`config.mk`:
```
export PLATFORM = sky130hd
export DESIGN_NAME = rtcc_ctrl
export DESIGN_NICKNAME = d
export VERILOG_FILES = /design/src/rtcc_pkg.sv /design/src/rtcc_sync_ctl.sv /design/src/rtcc_ctrl.sv
export SDC_FILE = /design/constraint.sdc
export NUM_CORES = 1
export LEC_CHECK = 0
export BUFFER_PORTS_ARGS = -buffer_cell sky130_fd_sc_hd__clkbuf_2
export CORE_ASPECT_RATIO = 1.75
export CORE_MARGIN = 10
export CORE_UTILIZATION = 35
export DETAILED_ROUTE_END_ITERATION = 16
export GPL_TIMING_DRIVEN = 1
export PLACE_DENSITY = 0.6
export SLEW_MARGIN = 25
export SYNTH_ARGS = -nofsm -noshare
export SYNTH_HDL_FRONTEND = slang
export SYNTH_SLANG_ARGS = --single-unit
export TNS_END_PERCENT = 100
```
`constraint.sdc`:
```
create_clock -name ref_clk -period 1.9 [get_ports ref_clk]
set_clock_uncertainty 0.05 [all_clocks]
set_input_delay 0.095 -clock ref_clk [delete_from_list [all_inputs] [get_ports ref_clk]]
set_output_delay 0.095 -clock ref_clk [all_outputs]
set_load 0.005 [all_outputs]
```
`src/rtcc_pkg.sv`:
```
// Constants, field layout and carriers for the counter control block.
// Assumes a 32-bit APB master and one 250 MHz reference clock.
package rtcc_pkg;

	// Register byte offsets
	localparam logic [11:0] RTCC_CTRL_OFF   = 12'h000;
	localparam logic [11:0] RTCC_STATUS_OFF = 12'h004;

	// Control register field positions
	localparam int RTCC_SOFT_RESET_REQUEST_BIT   = 0;
	localparam int RTCC_ENABLE_BIT  = 1;
	localparam int RTCC_MODE_LSB    = 2;
	localparam int RTCC_HOURFMT_BIT = 6;
	localparam int RTCC_MCLR_BIT    = 7;
	localparam int RTCC_PRESC_LSB   = 8;

	// Status register field positions
	localparam int RTCC_PEND_BIT    = 0;
	localparam int RTCC_ACTIVE_BIT  = 1;

	// Values after reset
	localparam logic [15:0] RTCC_CTRL_RESET = 16'h0000;
	localparam logic [31:0] RTCC_RDATA_IDLE = 32'h0000_0000;

	// Largest prescaler code in use; codes above it are reserved
	localparam logic [3:0]  RTCC_PRESC_MAX  = 4'hA;
	localparam logic [9:0]  RTCC_DIV_ONES   = 10'h3FF;

	// Operating modes
	typedef enum logic [1:0] {
		RTCC_MODE_CNT32 = 2'b00,
		RTCC_MODE_CNT16 = 2'b01,
		RTCC_MODE_CLOCK = 2'b10,
		RTCC_MODE_RSVD  = 2'b11
	} rtcc_mode_e;

	// Software view of the control register
	typedef struct packed {
		logic [3:0] prescaler;
		logic       clear_on_match;
		logic       hour_format;
		rtcc_mode_e mode;
		logic       enable;
		logic       soft_reset_request;
	} rtcc_ctrl_s;

	// Controls handed to the counter logic
	typedef struct packed {
		logic       running;
		logic       counter_tick;
		logic       counter_clear;
		logic       soft_reset;
		rtcc_mode_e mode;
		logic       hour_12h;
	} rtcc_cnt_s;

endpackage

```
`src/rtcc_sync_ctl.sv`:
```
// Counter-side half of the enable and reset handshake.
// Assumes src_edge marks one synchronised edge of the source clock.
`timescale 1ns/1ps
module rtcc_sync_ctl (
	// Clock and reset
	input  wire logic ref_clk,
	input  wire logic rst,
	// Source clock edge strobe
	input  wire logic src_edge,
	// Request from the bus side
	input  wire logic req_tog,
	input  wire logic req_enable,
	input  wire logic req_reset,
	// Acknowledge and counter-side state
	output logic      ack_tog,
	output logic      active,
	output logic      reset_pulse
);

	// Apply a pending request on a source edge, then acknowledge
	always_ff @(posedge ref_clk or posedge rst) begin
		if (rst) begin
			ack_tog     <= 1'b0;
			active      <= 1'b0;
			reset_pulse <= 1'b0;
		end else begin
			reset_pulse <= 1'b0;
			if (src_edge && (req_tog != ack_tog)) begin
				ack_tog     <= req_tog;
				active      <= req_enable & ~req_reset;
				reset_pulse <= req_reset;
			end
		end
	end

endmodule

```
`src/rtcc_ctrl.sv`:
```
// Control register of the real-time counter, reached over APB.
// Assumes the source clock pin is slower than half of ref_clk and that
// compare_match comes from counter logic on ref_clk.
// Crossing notes:
// - Bus side flips req_tog, holds enable and reset request levels
// - Counter side applies them on the next source edge, echoes the toggle
// - Pending while the two toggles differ, or while a round is queued
// - Request during a busy round: queued, sent as one more round
// - Counter side therefore ends on the latest written values, except an enable written while a soft reset is pending: it stays stopped
// Lock notes:
// - Mode, prescaler, clear-on-match, hour format: open only when idle
// - Idle means enable off, counter side stopped, nothing pending
// - Locked writes dropped silently, no bus error
// - Enable and soft reset never locked
// Status word:
// - Own offset, bit 0 pending, bit 1 counter side running
// Prescaler notes:
// - Free 10-bit count of source edges while running
// - Tick when the low code bits are all ones
// - Reserved codes divide as the largest code
//
// Added by the designer: register access over APB.
`timescale 1ns/1ps
module rtcc_ctrl (
	// Clock and reset
	input  wire logic                ref_clk,
	input  wire logic                rst,
	// APB slave
	input  wire logic                psel,
	input  wire logic                penable,
	input  wire logic                pwrite,
	input  wire logic [11:0]         paddr,
	input  wire logic [31:0]         pwdata,
	input  wire logic [3:0]          pstrb,
	output logic                     pready,
	output logic [31:0]              prdata,
	output logic                     pslverr,
	// Counter source clock pin
	input  wire logic                rtc_source_clock,
	// Compare or alarm 0 match from the counter
	input  wire logic                compare_match,
	// Controls to the counter
	output rtcc_pkg::rtcc_cnt_s      cnt_ctl
);

	// Register image after reset, unpacked field by field
	localparam logic [15:0] RST_IMG = rtcc_pkg::RTCC_CTRL_RESET;
	localparam rtcc_pkg::rtcc_ctrl_s CTRL_INIT = '{
		prescaler:          RST_IMG[rtcc_pkg::RTCC_PRESC_LSB +: 4],
		clear_on_match:     RST_IMG[rtcc_pkg::RTCC_MCLR_BIT],
		hour_format:        RST_IMG[rtcc_pkg::RTCC_HOURFMT_BIT],
		mode:               rtcc_pkg::rtcc_mode_e'(
			RST_IMG[rtcc_pkg::RTCC_MODE_LSB +: 2]),
		enable:             RST_IMG[rtcc_pkg::RTCC_ENABLE_BIT],
		soft_reset_request: RST_IMG[rtcc_pkg::RTCC_SOFT_RESET_REQUEST_BIT]
	};

	// Control register and handshake state
	rtcc_pkg::rtcc_ctrl_s ctrl;
	logic                 req_tog;
	logic                 again;
	logic                 ack_tog;
	logic                 active;
	logic                 reset_pulse;

	// Source clock synchroniser and edge detect
	logic                 src_meta;
	logic                 src_sync;
	logic                 src_prev;
	logic                 src_edge;

	// Prescaler
	logic [9:0]           div_cnt;
	logic [9:0]           div_mask;
	logic [3:0]           presc_code;

	// Bus decode
	logic                 setup;
	logic                 wr_access;
	logic                 hit_ctrl;
	logic                 hit_status;
	logic                 lane0;
	logic                 lane1;
	logic                 wr_ctrl;
	logic                 soft_reset_request_write;
	logic                 enable_change;
	logic                 sync_start;
	logic                 busy;
	logic                 sync_pending;
	logic                 unlocked;
	logic                 match_clear;
	logic [31:0]          next_rdata;

	// Address decode and phases of a transfer
	assign setup      = psel & ~penable;
	assign wr_access  = psel & penable & pready & pwrite;
	assign hit_ctrl   = (paddr == rtcc_pkg::RTCC_CTRL_OFF);
	assign hit_status = (paddr == rtcc_pkg::RTCC_STATUS_OFF);
	assign lane0      = pstrb[0];
	assign lane1      = pstrb[1];
	assign wr_ctrl    = wr_access & hit_ctrl;

	// Write classification
	assign soft_reset_request_write   = wr_ctrl & lane0 &
		pwdata[rtcc_pkg::RTCC_SOFT_RESET_REQUEST_BIT];
	assign enable_change = wr_ctrl & lane0 &
		(pwdata[rtcc_pkg::RTCC_ENABLE_BIT] != ctrl.enable);
	// Only enable and soft reset start a synchronisation
	assign sync_start = soft_reset_request_write | enable_change;

	// Handshake status
	assign busy         = (req_tog != ack_tog);
	assign sync_pending = busy | again;

	// Protected fields wait until disable has fully completed
	assign unlocked = ~ctrl.enable & ~active & ~sync_pending;

	// Source clock pin: two flops, then edge detect on the second
	// Edge detect resets low, matching the idle pin, so no false edge
	always_ff @(posedge ref_clk or posedge rst) begin
		if (rst) begin
			src_meta <= 1'b0;
			src_sync <= 1'b0;
			src_prev <= 1'b0;
		end else begin
			src_meta <= rtc_source_clock;
			src_sync <= src_meta;
			src_prev <= src_sync;
		end
	end

	assign src_edge = src_sync & ~src_prev;

	// Control register: bus writes, soft reset and its completion
	always_ff @(posedge ref_clk or posedge rst) begin
		if (rst) begin
			ctrl <= CTRL_INIT;
		end else if (soft_reset_request_write) begin
			// Reset wins; other fields of this write are dropped
			ctrl                    <= CTRL_INIT;
			ctrl.soft_reset_request <= 1'b1;
		end else if (wr_ctrl) begin
			// Finished reset request must not ride on this write's round
			if (!sync_pending) begin
				ctrl.soft_reset_request <= 1'b0;
			end
			if (lane0) begin
				// Enable is never locked and reads back at once
				ctrl.enable <= pwdata[rtcc_pkg::RTCC_ENABLE_BIT];
				if (unlocked) begin
					ctrl.mode <= rtcc_pkg::rtcc_mode_e'(
						pwdata[rtcc_pkg::RTCC_MODE_LSB +: 2]);
					ctrl.hour_format <=
						pwdata[rtcc_pkg::RTCC_HOURFMT_BIT];
					ctrl.clear_on_match <=
						pwdata[rtcc_pkg::RTCC_MCLR_BIT];
				end
			end
			if (lane1 && unlocked) begin
				ctrl.prescaler <=
					pwdata[rtcc_pkg::RTCC_PRESC_LSB +: 4];
			end
		end else if (!sync_pending) begin
			// Stored bit lags pending by one cycle; read view masks it
			ctrl.soft_reset_request <= 1'b0;
		end
	end

	// Bus side of the handshake; a request during a busy one is queued
	// Queueing keeps req_tog stable while the counter side samples
	always_ff @(posedge ref_clk or posedge rst) begin
		if (rst) begin
			req_tog <= 1'b0;
			again   <= 1'b0;
		end else if (sync_start) begin
			if (busy || again) begin
				again <= 1'b1;
			end else begin
				req_tog <= ~req_tog;
			end
		end else if (!busy && again) begin
			req_tog <= ~req_tog;
			again   <= 1'b0;
		end
	end

	// Counter-side half of the crossing
	rtcc_sync_ctl u_sync (
		.ref_clk     (ref_clk),
		.rst         (rst),
		.src_edge    (src_edge),
		.req_tog     (req_tog),
		.req_enable  (ctrl.enable),
		.req_reset   (ctrl.soft_reset_request),
		.ack_tog     (ack_tog),
		.active      (active),
		.reset_pulse (reset_pulse)
	);

	// Reserved prescaler codes behave as the largest division
	assign presc_code = (ctrl.prescaler > rtcc_pkg::RTCC_PRESC_MAX) ?
		rtcc_pkg::RTCC_PRESC_MAX : ctrl.prescaler;
	assign div_mask   = ~(rtcc_pkg::RTCC_DIV_ONES << presc_code);

	// Prescaler counts source edges while the counter runs
	// Cleared when stopped, so the first tick after enable is a full one
	always_ff @(posedge ref_clk or posedge rst) begin
		if (rst) begin
			div_cnt <= 10'h000;
		end else if (!active || reset_pulse) begin
			div_cnt <= 10'h000;
		end else if (src_edge) begin
			div_cnt <= div_cnt + 10'h001;
		end
	end

	// Clear on match only in 32-bit counter and clock modes
	always_comb begin
		match_clear = 1'b0;
		case (ctrl.mode)
			rtcc_pkg::RTCC_MODE_CNT32: begin
				match_clear = ctrl.clear_on_match & compare_match;
			end
			rtcc_pkg::RTCC_MODE_CLOCK: begin
				match_clear = ctrl.clear_on_match & compare_match;
			end
			default: begin
				match_clear = 1'b0;
			end
		endcase
	end

	// Registered controls to the counter
	always_ff @(posedge ref_clk or posedge rst) begin
		if (rst) begin
			cnt_ctl <= '0;
		end else begin
			cnt_ctl.running       <= active;
			cnt_ctl.counter_tick  <= active & src_edge &
				((div_cnt & div_mask) == div_mask);
			cnt_ctl.counter_clear <= reset_pulse |
				(active & match_clear);
			cnt_ctl.soft_reset    <= reset_pulse;
			cnt_ctl.mode          <= ctrl.mode;
			cnt_ctl.hour_12h      <= (ctrl.mode == rtcc_pkg::RTCC_MODE_CLOCK) &
				ctrl.hour_format;
		end
	end

	// Read data for the current address
	always_comb begin
		next_rdata = rtcc_pkg::RTCC_RDATA_IDLE;
		if (hit_ctrl) begin
			// Reset bit and pending flag read back clear together
			next_rdata[rtcc_pkg::RTCC_SOFT_RESET_REQUEST_BIT] =
				ctrl.soft_reset_request & sync_pending;
			next_rdata[rtcc_pkg::RTCC_ENABLE_BIT] = ctrl.enable;
			next_rdata[rtcc_pkg::RTCC_MODE_LSB +: 2] = ctrl.mode;
			next_rdata[rtcc_pkg::RTCC_HOURFMT_BIT] = ctrl.hour_format;
			next_rdata[rtcc_pkg::RTCC_MCLR_BIT] = ctrl.clear_on_match;
			next_rdata[rtcc_pkg::RTCC_PRESC_LSB +: 4] = ctrl.prescaler;
		end else if (hit_status) begin
			next_rdata[rtcc_pkg::RTCC_PEND_BIT]   = sync_pending;
			next_rdata[rtcc_pkg::RTCC_ACTIVE_BIT] = active;
		end
	end

	// APB answer: one access cycle, no wait states
	// Read data captured at setup, so it stands through the access cycle
	always_ff @(posedge ref_clk or posedge rst) begin
		if (rst) begin
			pready  <= 1'b0;
			prdata  <= rtcc_pkg::RTCC_RDATA_IDLE;
			pslverr <= 1'b0;
		end else begin
			pready  <= setup;
			pslverr <= setup & ~(hit_ctrl | hit_status);
			if (setup && !pwrite) begin
				prdata <= next_rdata;
			end else if (setup) begin
				prdata <= rtcc_pkg::RTCC_RDATA_IDLE;
			end
		end
	end

endmodule

```
==> results_dict.tcl, run 1 <==
set metrics [dict create \
    outcome "complete, no violations" \
    holdPathStages 2 \
    synthSimpleGateAreaFrac_pct 20.40 \
    clkSinkCount 47 \
    yosysSeqAreaShare_pct 51.96 \
    post-route-min-period_ns 1.636 \
    regArea_mm2 0.001176 \
    drt_pass1_iterations 5 \
    synth_cells 207 \
    powerDensity_mw_per_mm2 680.6 \
    min_from "compare_match" \
    wl_mm 5.388 \
    first_iter_violations 87 \
    worstPathRequired_ns 2.10 \
    drive_gt1_share_pct 25.82 \
    nNetsFinal 330 \
    end_kind "flip-flop" \
    num_io_pins 96 \
    wire_per_inst_um 15.18 \
    n_fill_cell 606 \
    relSlewSlack_pct 60.11 \
    first_global_vias 1853 \
    crit_type "reg2reg" \
    via_count 1734 \
    overflow 0 \
    synth_cell_types 44 \
    crit_fanout 4 \
    start_kind "flip-flop" \
    drv_slew 0 \
    postLayoutSetupSlackWorst_ns 0.2637 \
    gp_congestion 0.7983 \
    antenna_found_initial 0 \
    r2r_slack_ns 0.26 \
    async_flop_share_pct 100.0 \
    hold_class "in2reg" \
    timing.rr.end "ctrl[4]" \
    period_share_pct 86.12 \
    chipWidth_um 80.79 \
    synth.area.mux_share_pct 0.9397 \
    clk_pin_slew_worst_paths_ns 0.10 \
    r2r_cells 4 \
    area_growth_pct 22.61 \
    crit_arrival_ns 1.83 \
    syn_area_per_cell_um2 10.93 \
    ys.flop_type "dfrtp_1" \
    setup_viol 0 \
    r2r_start "u_sync.ack_tog" \
    grtUsageTotal_pct 10.99 \
    synthTopCellsByArea "dfrtp_1 (52%), buf_4 (7.3%), a22o_1 (6.2%)" \
    peakVddDrop_mv 0.3550 \
    cts_buffers 5 \
    clk_path_buf_depth 2 \
    grt_max_degree 29 \
    setup_tns_ns 0 \
    post-route-drc-count 0 \
    n_antenna_cell 0 \
    rsz0062_at_grt "no" \
    synth_xor_xnor_area_share_pct 4.256 \
    hold_path_end "cnt_ctl[4]" \
    multi_input_area_um2 957.2 \
    start_util_pct 36.34 \
    yosysWarningCount 0 \
    postPlaceCellArea_mm2 0.002550 \
    synth_area_mm2 0.002263 \
    cts-htree-levels 2 \
    synth_compound_area_share_pct 12.05 \
    io_buffers 49 \
    yosys.area.top_type "dfrtp_1" \
    hpwl_mm 4.275 \
    postCtsSetupRepairBufs 0 \
    maxCapViolations 0 \
    p_leak_nw 1.380 \
    tightest_slew_ns 0.5975 \
    post-place-ws_ns 0.2480 \
    grt_pass1_wl_mm 8.963 \
    netlist.area_leader.share_pct 51.96 \
    yosys.area_share.adder_pct 0.9950 \
    total_power_w 0.001889 \
    die-height_um 126.4 \
    synth_top_family_by_area "simple AND/OR/NAND/NOR gates" \
    core_area_mm2 0.006228 \
    hold_slack_ns 0.03591 \
    die_area_mm2 0.01021 \
    avgViaCountPerCell 4.885 \
    fmax_mhz 611.2 \
    clock_latency_ns 0.30 \
    synth-edff-count 0 \
    rows 38 \
    ctsRootBufferMaster "clkbuf_8" \
    hold_violations 0 \
    ys_ff_latch 47 \
    antenna_left 0 \
    stdcell_area_mm2 0.002775 \
    cts_tree "built" \
]
## sequential cells by signal (all words and copies together), names as in the netlist
| register | count |
|---|---|
| div_cnt | 10 |
| req_tog | 1 |
| src_prev | 1 |
| u_sync.active | 1 |
| u_sync.reset_pulse | 1 |
| pslverr | 1 |
| cnt_ctl | 7 |
| pready | 1 |
| ctrl | 10 |
| prdata | 10 |
| src_meta | 1 |
| u_sync.ack_tog | 1 |
| src_sync | 1 |
| again | 1 |
## final cells by class
cell class              instances  share of cell area (%)
well taps                      80                   3.607
multi-input cells             148                   34.49
flip-flops and latches         47                   42.38
clock inverters                 3                   1.668
clock buffers                   5                   2.480
inverters                       5                  0.6763
repair buffers                 67                   14.70
## kinds of logic (layout without fill, tap and decap cells)
kind of cell	after synthesis	in the layout
simple gates	73	73
flops	47	47
compound gates	38	38
buf+inv	33	80
xor+xnor	11	11
fa+ha+maj	2	2
mux	2	2
other cells	1	22
## cells in the final DEF, fill, tap and decap left out, types with 2 or more instances in the layout
master         Yosys  layout
clkbuf_2           0      49
dfrtp_1           47      47
conb_1             1      22
a22o_1            16      16
nor2_1            14      14
nand2_1           13      13
dlygate4sd3_1      0      11
xor2_1            10      10
nand2b_1           7       7
buf_4             22       7
o21ai_0            6       6
nand3_1            5       5
and3_1             5       5
a21oi_1            5       5
clkbuf_8           0       5
nor2b_1            4       4
inv_1              5       4
nand4_1            3       3
and4_1             3       3
nor3_1             3       3
nor4_4             3       3
o21ai_1            3       3
and2_1             2       2
or3_1              2       2
or4_1              2       2
o22ai_1            2       2
## per-layer routing
layer | routed length [µm] | vias up | track usage (%)
met4 | 126 | 0 | 4.913
met5 | 0 | - | 0
met2 | 2968 | 57 | 20.06
li1 | - | 824 | -
met3 | 324 | 9 | 2.617
met1 | 1968 | 844 | 11.24
## metrics by stage
step	util, %	instances
final	44.56	355
after global routing	44.56	355
after CTS	44.56	355
after detailed placement	40.94	336
after global placement	40.94	336
after floorplan	-	228
## synthesized netlist by cell type, types with 2 or more instances
library cell and n:
a21oi_1 5, a22o_1 16, and2_1 2, and3_1 5, and4_1 3, buf_2 2
buf_4 22, clkbuf_1 3, dfrtp_1 47, inv_1 5, nand2_1 13, nand2b_1 7
nand3_1 5, nand4_1 3, nor2_1 14, nor2b_1 4, nor3_1 3, nor4_4 3
o21ai_0 6, o21ai_1 3, o22ai_1 2, or3_1 2, or4_1 2, xor2_1 10
## where the power goes
part	switching, W	total, W	internal (W)	leakage [nW]
clock	0.000360	0.000757	0.000397	0.0548
sequential	0.00000230	0.00101	0.00100	0.648
combinational	0.0000722	0.000125	0.0000528	0.677
## critical path, stage by stage (launching register included)
cell,delay [ns]
dfrtp_1,0.42
xor2_1,0.21
nor4_1,0.25
nor4b_2,0.45
a22o_1,0.19
## worst max path at each step
stage / start / endpoint / slack [ns] / depth (start not counted)
6_report: u_sync.ack_tog / ctrl[4] / 0.26 / 4
5_1_grt: u_sync.ack_tog / ctrl[2] / 0.03 / 4
4_1_cts: u_sync.ack_tog / ctrl[4] / 0.23 / 4
3_5_place_dp: u_sync.ack_tog / ctrl[3] / 0.25 / 4
3_3_place_gp: u_sync.ack_tog / ctrl[5] / 0.29 / 4
2_1_floorplan: u_sync.active / ctrl[6] / 0.43 / 4
## timing repair
item,CTS,global route
hold buffers,11,0
resized for setup,0,0
hold endpoints to repair,36,0
(Power assumes the default switching activity.)
==> inputs of run 2 (changes only) <==
--- a/config.mk
+++ b/config.mk
@@ -15,5 +15,6 @@
 export SLEW_MARGIN = 25
 export SYNTH_ARGS = -nofsm -noshare
 export SYNTH_HDL_FRONTEND = slang
+export SYNTH_HIERARCHICAL = 1
 export SYNTH_SLANG_ARGS = --single-unit
 export TNS_END_PERCENT = 100
==> run 2 against run 1 <==
Net effect: fmax fell by 1.3%; via count fell by 4.2%; clock power rose by 3.0%.
==> results_dict.tcl, run 2 <==
set metrics [dict create \
    outcome "complete, no violations" \
    cts-htree-levels 2 \
    hpwl_mm 4.015 \
    core_area_mm2 0.006228 \
    cts_tree "built" \
    post-synth-top-count-cell "dfrtp_1" \
    gp_congestion 0.7861 \
    clk_pin_slew_worst_paths_ns 0.09 \
    ys_ff_latch 47 \
    first_global_vias 1761 \
    end_kind "flip-flop" \
    cts_resized 0 \
    antenna_left 0 \
    yosysSeqAreaShare_pct 52.16 \
    hold_path_end "cnt_ctl[4]" \
    critPathBufInv 0 \
    grt_pass1_wl_mm 8.459 \
    drive_gt1_share_pct 25.83 \
    min_from "compare_match" \
    post-route-min-period_ns 1.658 \
    final_common_cell "clkbuf_2" \
    crit_type "reg2reg" \
    synth-edff-count 0 \
    io_buffers 49 \
    drt_pass1_iterations 4 \
    cts_buffers 5 \
    antenna_found_initial 0 \
    grt_max_degree 45 \
    holdPathStages 2 \
    peakVddDrop_mv 0.2498 \
    tightest_slew_ns 0.5564 \
    area_growth_pct 23.20 \
    worstPathCellList "xor2_1 -> nor4_1 -> nor4b_2 -> a22o_1" \
    synth_cell_types 46 \
    ctsRootBufferMaster "clkbuf_8" \
    clk_path_buf_depth 2 \
    clkSinkCount 47 \
    first_iter_violations 88 \
    maxCapViolations 0 \
    slowest_stage "nor4b_2" \
    yosysWarningCount 6 \
    rsz0062_at_grt "no" \
    start_kind "flip-flop" \
    num_io_pins 96 \
    async_flop_share_pct 100.0 \
    die-height_um 126.2 \
    chipWidth_um 80.67 \
    wl_mm 5.132 \
    ys.flop_type "dfrtp_1" \
    synthTopCellsByArea "dfrtp_1 (52%), buf_4 (7.3%), a22o_1 (6.2%)" \
    worstPathRequired_ns 2.10 \
    synth_area_mm2 0.002255 \
    wire_per_inst_um 14.62 \
    timing.rr.end "ctrl[4]" \
    via_count 1661 \
    yosys.area.top_type "dfrtp_1" \
    netlist.area_leader.share_pct 52.16 \
    grtUsageTotal_pct 10.44 \
    die_area_mm2 0.01018 \
    total_power_w 0.001914 \
    setup_viol 0 \
    ys_top_cells_by_count "dfrtp_1 (47), buf_4 (22), a22o_1 (16)" \
    synth_cells 202 \
    setup_tns_ns 0 \
    crit_fanout 5 \
    reg.largest.list "ctrl: 10 flops, div_cnt: 10 flops, prdata: 10 flops" \
    r2r_slack_ns 0.24 \
    crit_family "simple AND/OR/NAND/NOR gates" \
    layout_common_cells "clkbuf_2 (49), dfrtp_1 (47), conb_1 (22), a22o_1 (16)" \
    rows 38 \
    hold_class "in2reg" \
    r2r_cells 4 \
    crit_path_max_incr_delay_ns 0.46 \
    n_antenna_cell 0 \
    clock_latency_ns 0.31 \
    post-route-drc-count 0 \
    postCtsSetupRepairBufs 0 \
    nNetsFinal 326 \
    fmax_mhz 603.3 \
    overflow 0 \
    avgViaCountPerCell 4.732 \
    p_leak_nw 1.395 \
    hold_violations 0 \
    relSlewSlack_pct 62.91 \
    holdBufCountCts 11 \
    r2r_start "u_sync/ack_tog" \
    utilization_pct 44.60 \
    crit_arrival_ns 1.86 \
    drv_slew 0 \
    syn_area_per_cell_um2 11.16 \
    period_share_pct 87.24 \
    powerDensity_mw_per_mm2 688.9 \
    start_util_pct 36.20 \
]
## run 2: how the worst max path moves through the flow
stage | startpoint | to | slack, ns | depth (start not counted)
after floorplan | u_sync/active | ctrl[6] | 0.43 | 4
after global routing | u_sync/ack_tog | ctrl[4] | 0.09 | 4
after global placement | u_sync/ack_tog | ctrl[2] | 0.23 | 4
final | u_sync/ack_tog | ctrl[4] | 0.24 | 4
after detailed placement | u_sync/ack_tog | ctrl[4] | 0.21 | 4
after CTS | u_sync/ack_tog | ctrl[4] | 0.19 | 4
## run 2: area by class of cell
cell class	instances	area (µm²)
clock buffers	6	82.58
clock inverters	2	38.79
fillers	620	3451
inverters	7	26.28
multi-input cells	142	945.9
flip-flops and latches	47	1176
well taps	80	100.1
repair buffers	67	407.9
## run 2: worst register-to-register path: stages, from the launching register on
cell	delay, ns
dfrtp_1	0.43
xor2_1	0.19
nor4_1	0.27
nor4b_2	0.46
a22o_1	0.20
## run 2: layer usage
layer,global-route usage (%),routed length (µm)
met5,0,0
met4,5.322,123
met3,2.279,225
met2,17.80,2718
met1,11.64,2065
## run 2: metrics by stage
stage / worst slack [ns] / instance area, µm² / hold slack (ns) / cells
after floorplan: 0.4316 / 2333 / -0.2014 / 223
after global placement: 0.2255 / 2546 / -0.07966 / 332
after detailed placement: 0.2097 / 2546 / -0.07772 / 332
after CTS: 0.1939 / 2778 / 0.02447 / 351
after global routing: 0.08852 / 2778 / 0.02772 / 351
final: 0.2423 / 2778 / 0.02876 / 351
## run 2: cells by family after synthesis
logic type                 share of synthesized area, %
other                                            0.1663
AOI/OAI and AO/OA                                 11.54
buffers and inverters                             9.378
adders and majority gates                        0.9988
and+or+nand+nor                                   19.42
DFF                                               52.16
xor gates and xnor gates                          4.273
muxes                                             2.053
## run 2: power by group
part / switching [W] / internal (W)
registers: 0.00000223 / 0.00100
logic: 0.0000738 / 0.0000534
clock network: 0.000347 / 0.000433
total: 0.000423 / 0.00149
==> inputs of run 3 (changes only) <==
--- a/config.mk
+++ b/config.mk
@@ -7,7 +7,6 @@
 export LEC_CHECK = 0
 export BUFFER_PORTS_ARGS = -buffer_cell sky130_fd_sc_hd__clkbuf_2
 export CORE_ASPECT_RATIO = 1.75
-export CORE_MARGIN = 10
 export CORE_UTILIZATION = 35
 export DETAILED_ROUTE_END_ITERATION = 16
 export GPL_TIMING_DRIVEN = 1
==> run 3 against run 2 <==
Net effect: power fell by 0.27%; fmax fell by 1.4%; sequential share of layout area decreased by 0.13 points; largest cell class unchanged; combinational power is essentially flat; first-iteration DRC count is 35% higher; non-clock buffer count is the same; die area shrank 33%; global-route usage up 4.8 points.
==> results_dict.tcl, run 3 (synthesis results as in run 2) <==
set metrics [dict create \
    outcome "complete, no violations" \
    start_util_pct 36.20 \
    wire_per_inst_um 13.22 \
    via_count 1699 \
    switchingPower_w 0.0004217 \
    p_comb_share_pct 6.7 \
    clock_power_share_pct 40.5 \
    core_area_mm2 0.006228 \
    drt_pass1_iterations 4 \
    setup_viol 0 \
    dp_cells 332 \
    clock_latency_ns 0.32 \
    rows 38 \
    grt_max_degree 31 \
    p_leak_nw 1.399 \
    n_antenna_cell 0 \
    maxCapViolations 0 \
    gp_congestion 0.7683 \
    relSlewSlack_pct 58.81 \
    num_io_pins 96 \
    antenna_found_initial 0 \
    setup_tns_ns 0 \
    end_kind "flip-flop" \
    final_common_cell "clkbuf_2" \
    worstPathRequired_ns 2.10 \
    hold_class "in2reg" \
    crit_fanout 5 \
    cts_tree "built" \
    die_area_mm2 0.006779 \
    ctsRootBufferMaster "clkbuf_8" \
    rsz0062_at_grt "no" \
    clk_path_buf_depth 2 \
    intPower_w 0.001487 \
    crit_arrival_ns 1.88 \
    drive_gt1_share_pct 25.83 \
    grt_pass1_wl_mm 7.817 \
    drv_slew 0 \
    io_buffers 49 \
    first_iter_violations 119 \
    reg.largest.list "ctrl: 10 flops, div_cnt: 10 flops, prdata: 10 flops" \
    overflow 0 \
    first_global_vias 1641 \
    antenna_left 0 \
    hold_violations 0 \
    wl_mm 4.640 \
    n_fill_cell 610 \
    clk_pin_slew_worst_paths_ns 0.09 \
    start_kind "flip-flop" \
    hpwl_mm 3.454 \
    cts_buffers 5 \
    stdcell_count 351 \
    utilization_pct 44.74 \
    chipWidth_um 62.67 \
    hold_slack_ns 0.01654 \
    powerDensity_mw_per_mm2 684.9 \
    regArea_mm2 0.001176 \
    period_share_pct 88.50 \
    post-route-min-period_ns 1.682 \
    clkSinkCount 47 \
    cts-htree-levels 2 \
    multi_input_area_um2 945.9 \
    post-route-drc-count 0 \
    die-height_um 108.2 \
    area_growth_pct 23.58 \
    fmax_mhz 594.7 \
    seqPwrFrac_pct 52.8 \
    switching_share_pct 22.10 \
    grtUsageTotal_pct 15.23 \
    avgViaCountPerCell 4.840 \
    crit_type "reg2reg" \
    nNetsFinal 326 \
    tightest_slew_ns 0.6171 \
    peakVddDrop_mv 0.2233 \
    layout_common_cells "clkbuf_2 (49), dfrtp_1 (47), conb_1 (22), a22o_1 (16)" \
]
[run 3: final timing paths]
| check | start | to | slack (ns) | cells after the start |
|---|---|---|---|---|
| setup / recovery | u_sync/ack_tog | ctrl[4] | 0.22 | 4 |
| hold / removal | compare_match | cnt_ctl[4] | 0.02 | 2 |
| setup reg to reg | u_sync/ack_tog | ctrl[4] | 0.22 | 4 |
| hold reg to reg | src_meta | src_sync | 0.30 | 0 |
| max in group asynchronous | rst | div_cnt[6] | 0.88 | 4 |
| min in group asynchronous | rst | u_sync/active | 0.14 | 3 |
[run 3: critical path, cell delays in order (launching register included)]
cell     delay (ns)
dfrtp_1        0.44
xor2_1         0.20
nor4_1         0.30
nor4b_2        0.45
a22o_1         0.20
[run 3: repair_timing]
action | CTS | global route
setup buffers | 0 | 0
endpoints found under the hold margin | 27 | 0
hold buffers | 11 | 0
gates resized for setup | 0 | 0
[run 3: power by group through the flow]
stage / Combinational [W] / Sequential (W) / Clock, W
detailed placement: 0.000112 / 0.00103 / 0
global route: 0.000144 / 0.00101 / 0.000837
finish: 0.000128 / 0.00101 / 0.000772
global placement: 0.000110 / 0.00103 / 0
CTS: 0.000131 / 0.00101 / 0.000792
floorplan: 0.0000799 / 0.00103 / 0
[run 3: layout make-up]
class                   instances  share of cell area [%]
inverters                       7                  0.9430
well taps                      80                   3.592
clock inverters                 2                   1.257
clock buffers                   6                   2.964
multi-input cells             142                   33.95
flip-flops and latches         47                   42.21
repair buffers                 67                   15.09
[run 3: routing by layer]
layer / vias up / routed length [µm] / share of wire (%) / GRT usage [%]
met4: 0 / 130 / 2.8 / 8.638
met3: 8 / 170 / 3.7 / 3.270
met5: - / 0 / 0 / 0
met1: 824 / 1783 / 38 / 16.55
met2: 55 / 2555 / 55 / 27.10
li1: 812 / - / - / -
[run 3: metrics by stage]
step           setup slack, ns  power, W  cell area, µm²
2_1_floorplan           0.4316  0.001107            2333
3_3_place_gp            0.2462  0.001138            2559
3_5_place_dp            0.2077  0.001140            2559
4_1_cts                 0.1923  0.001930            2786
5_1_grt                0.06312  0.001989            2786
6_report                0.2184  0.001908            2786
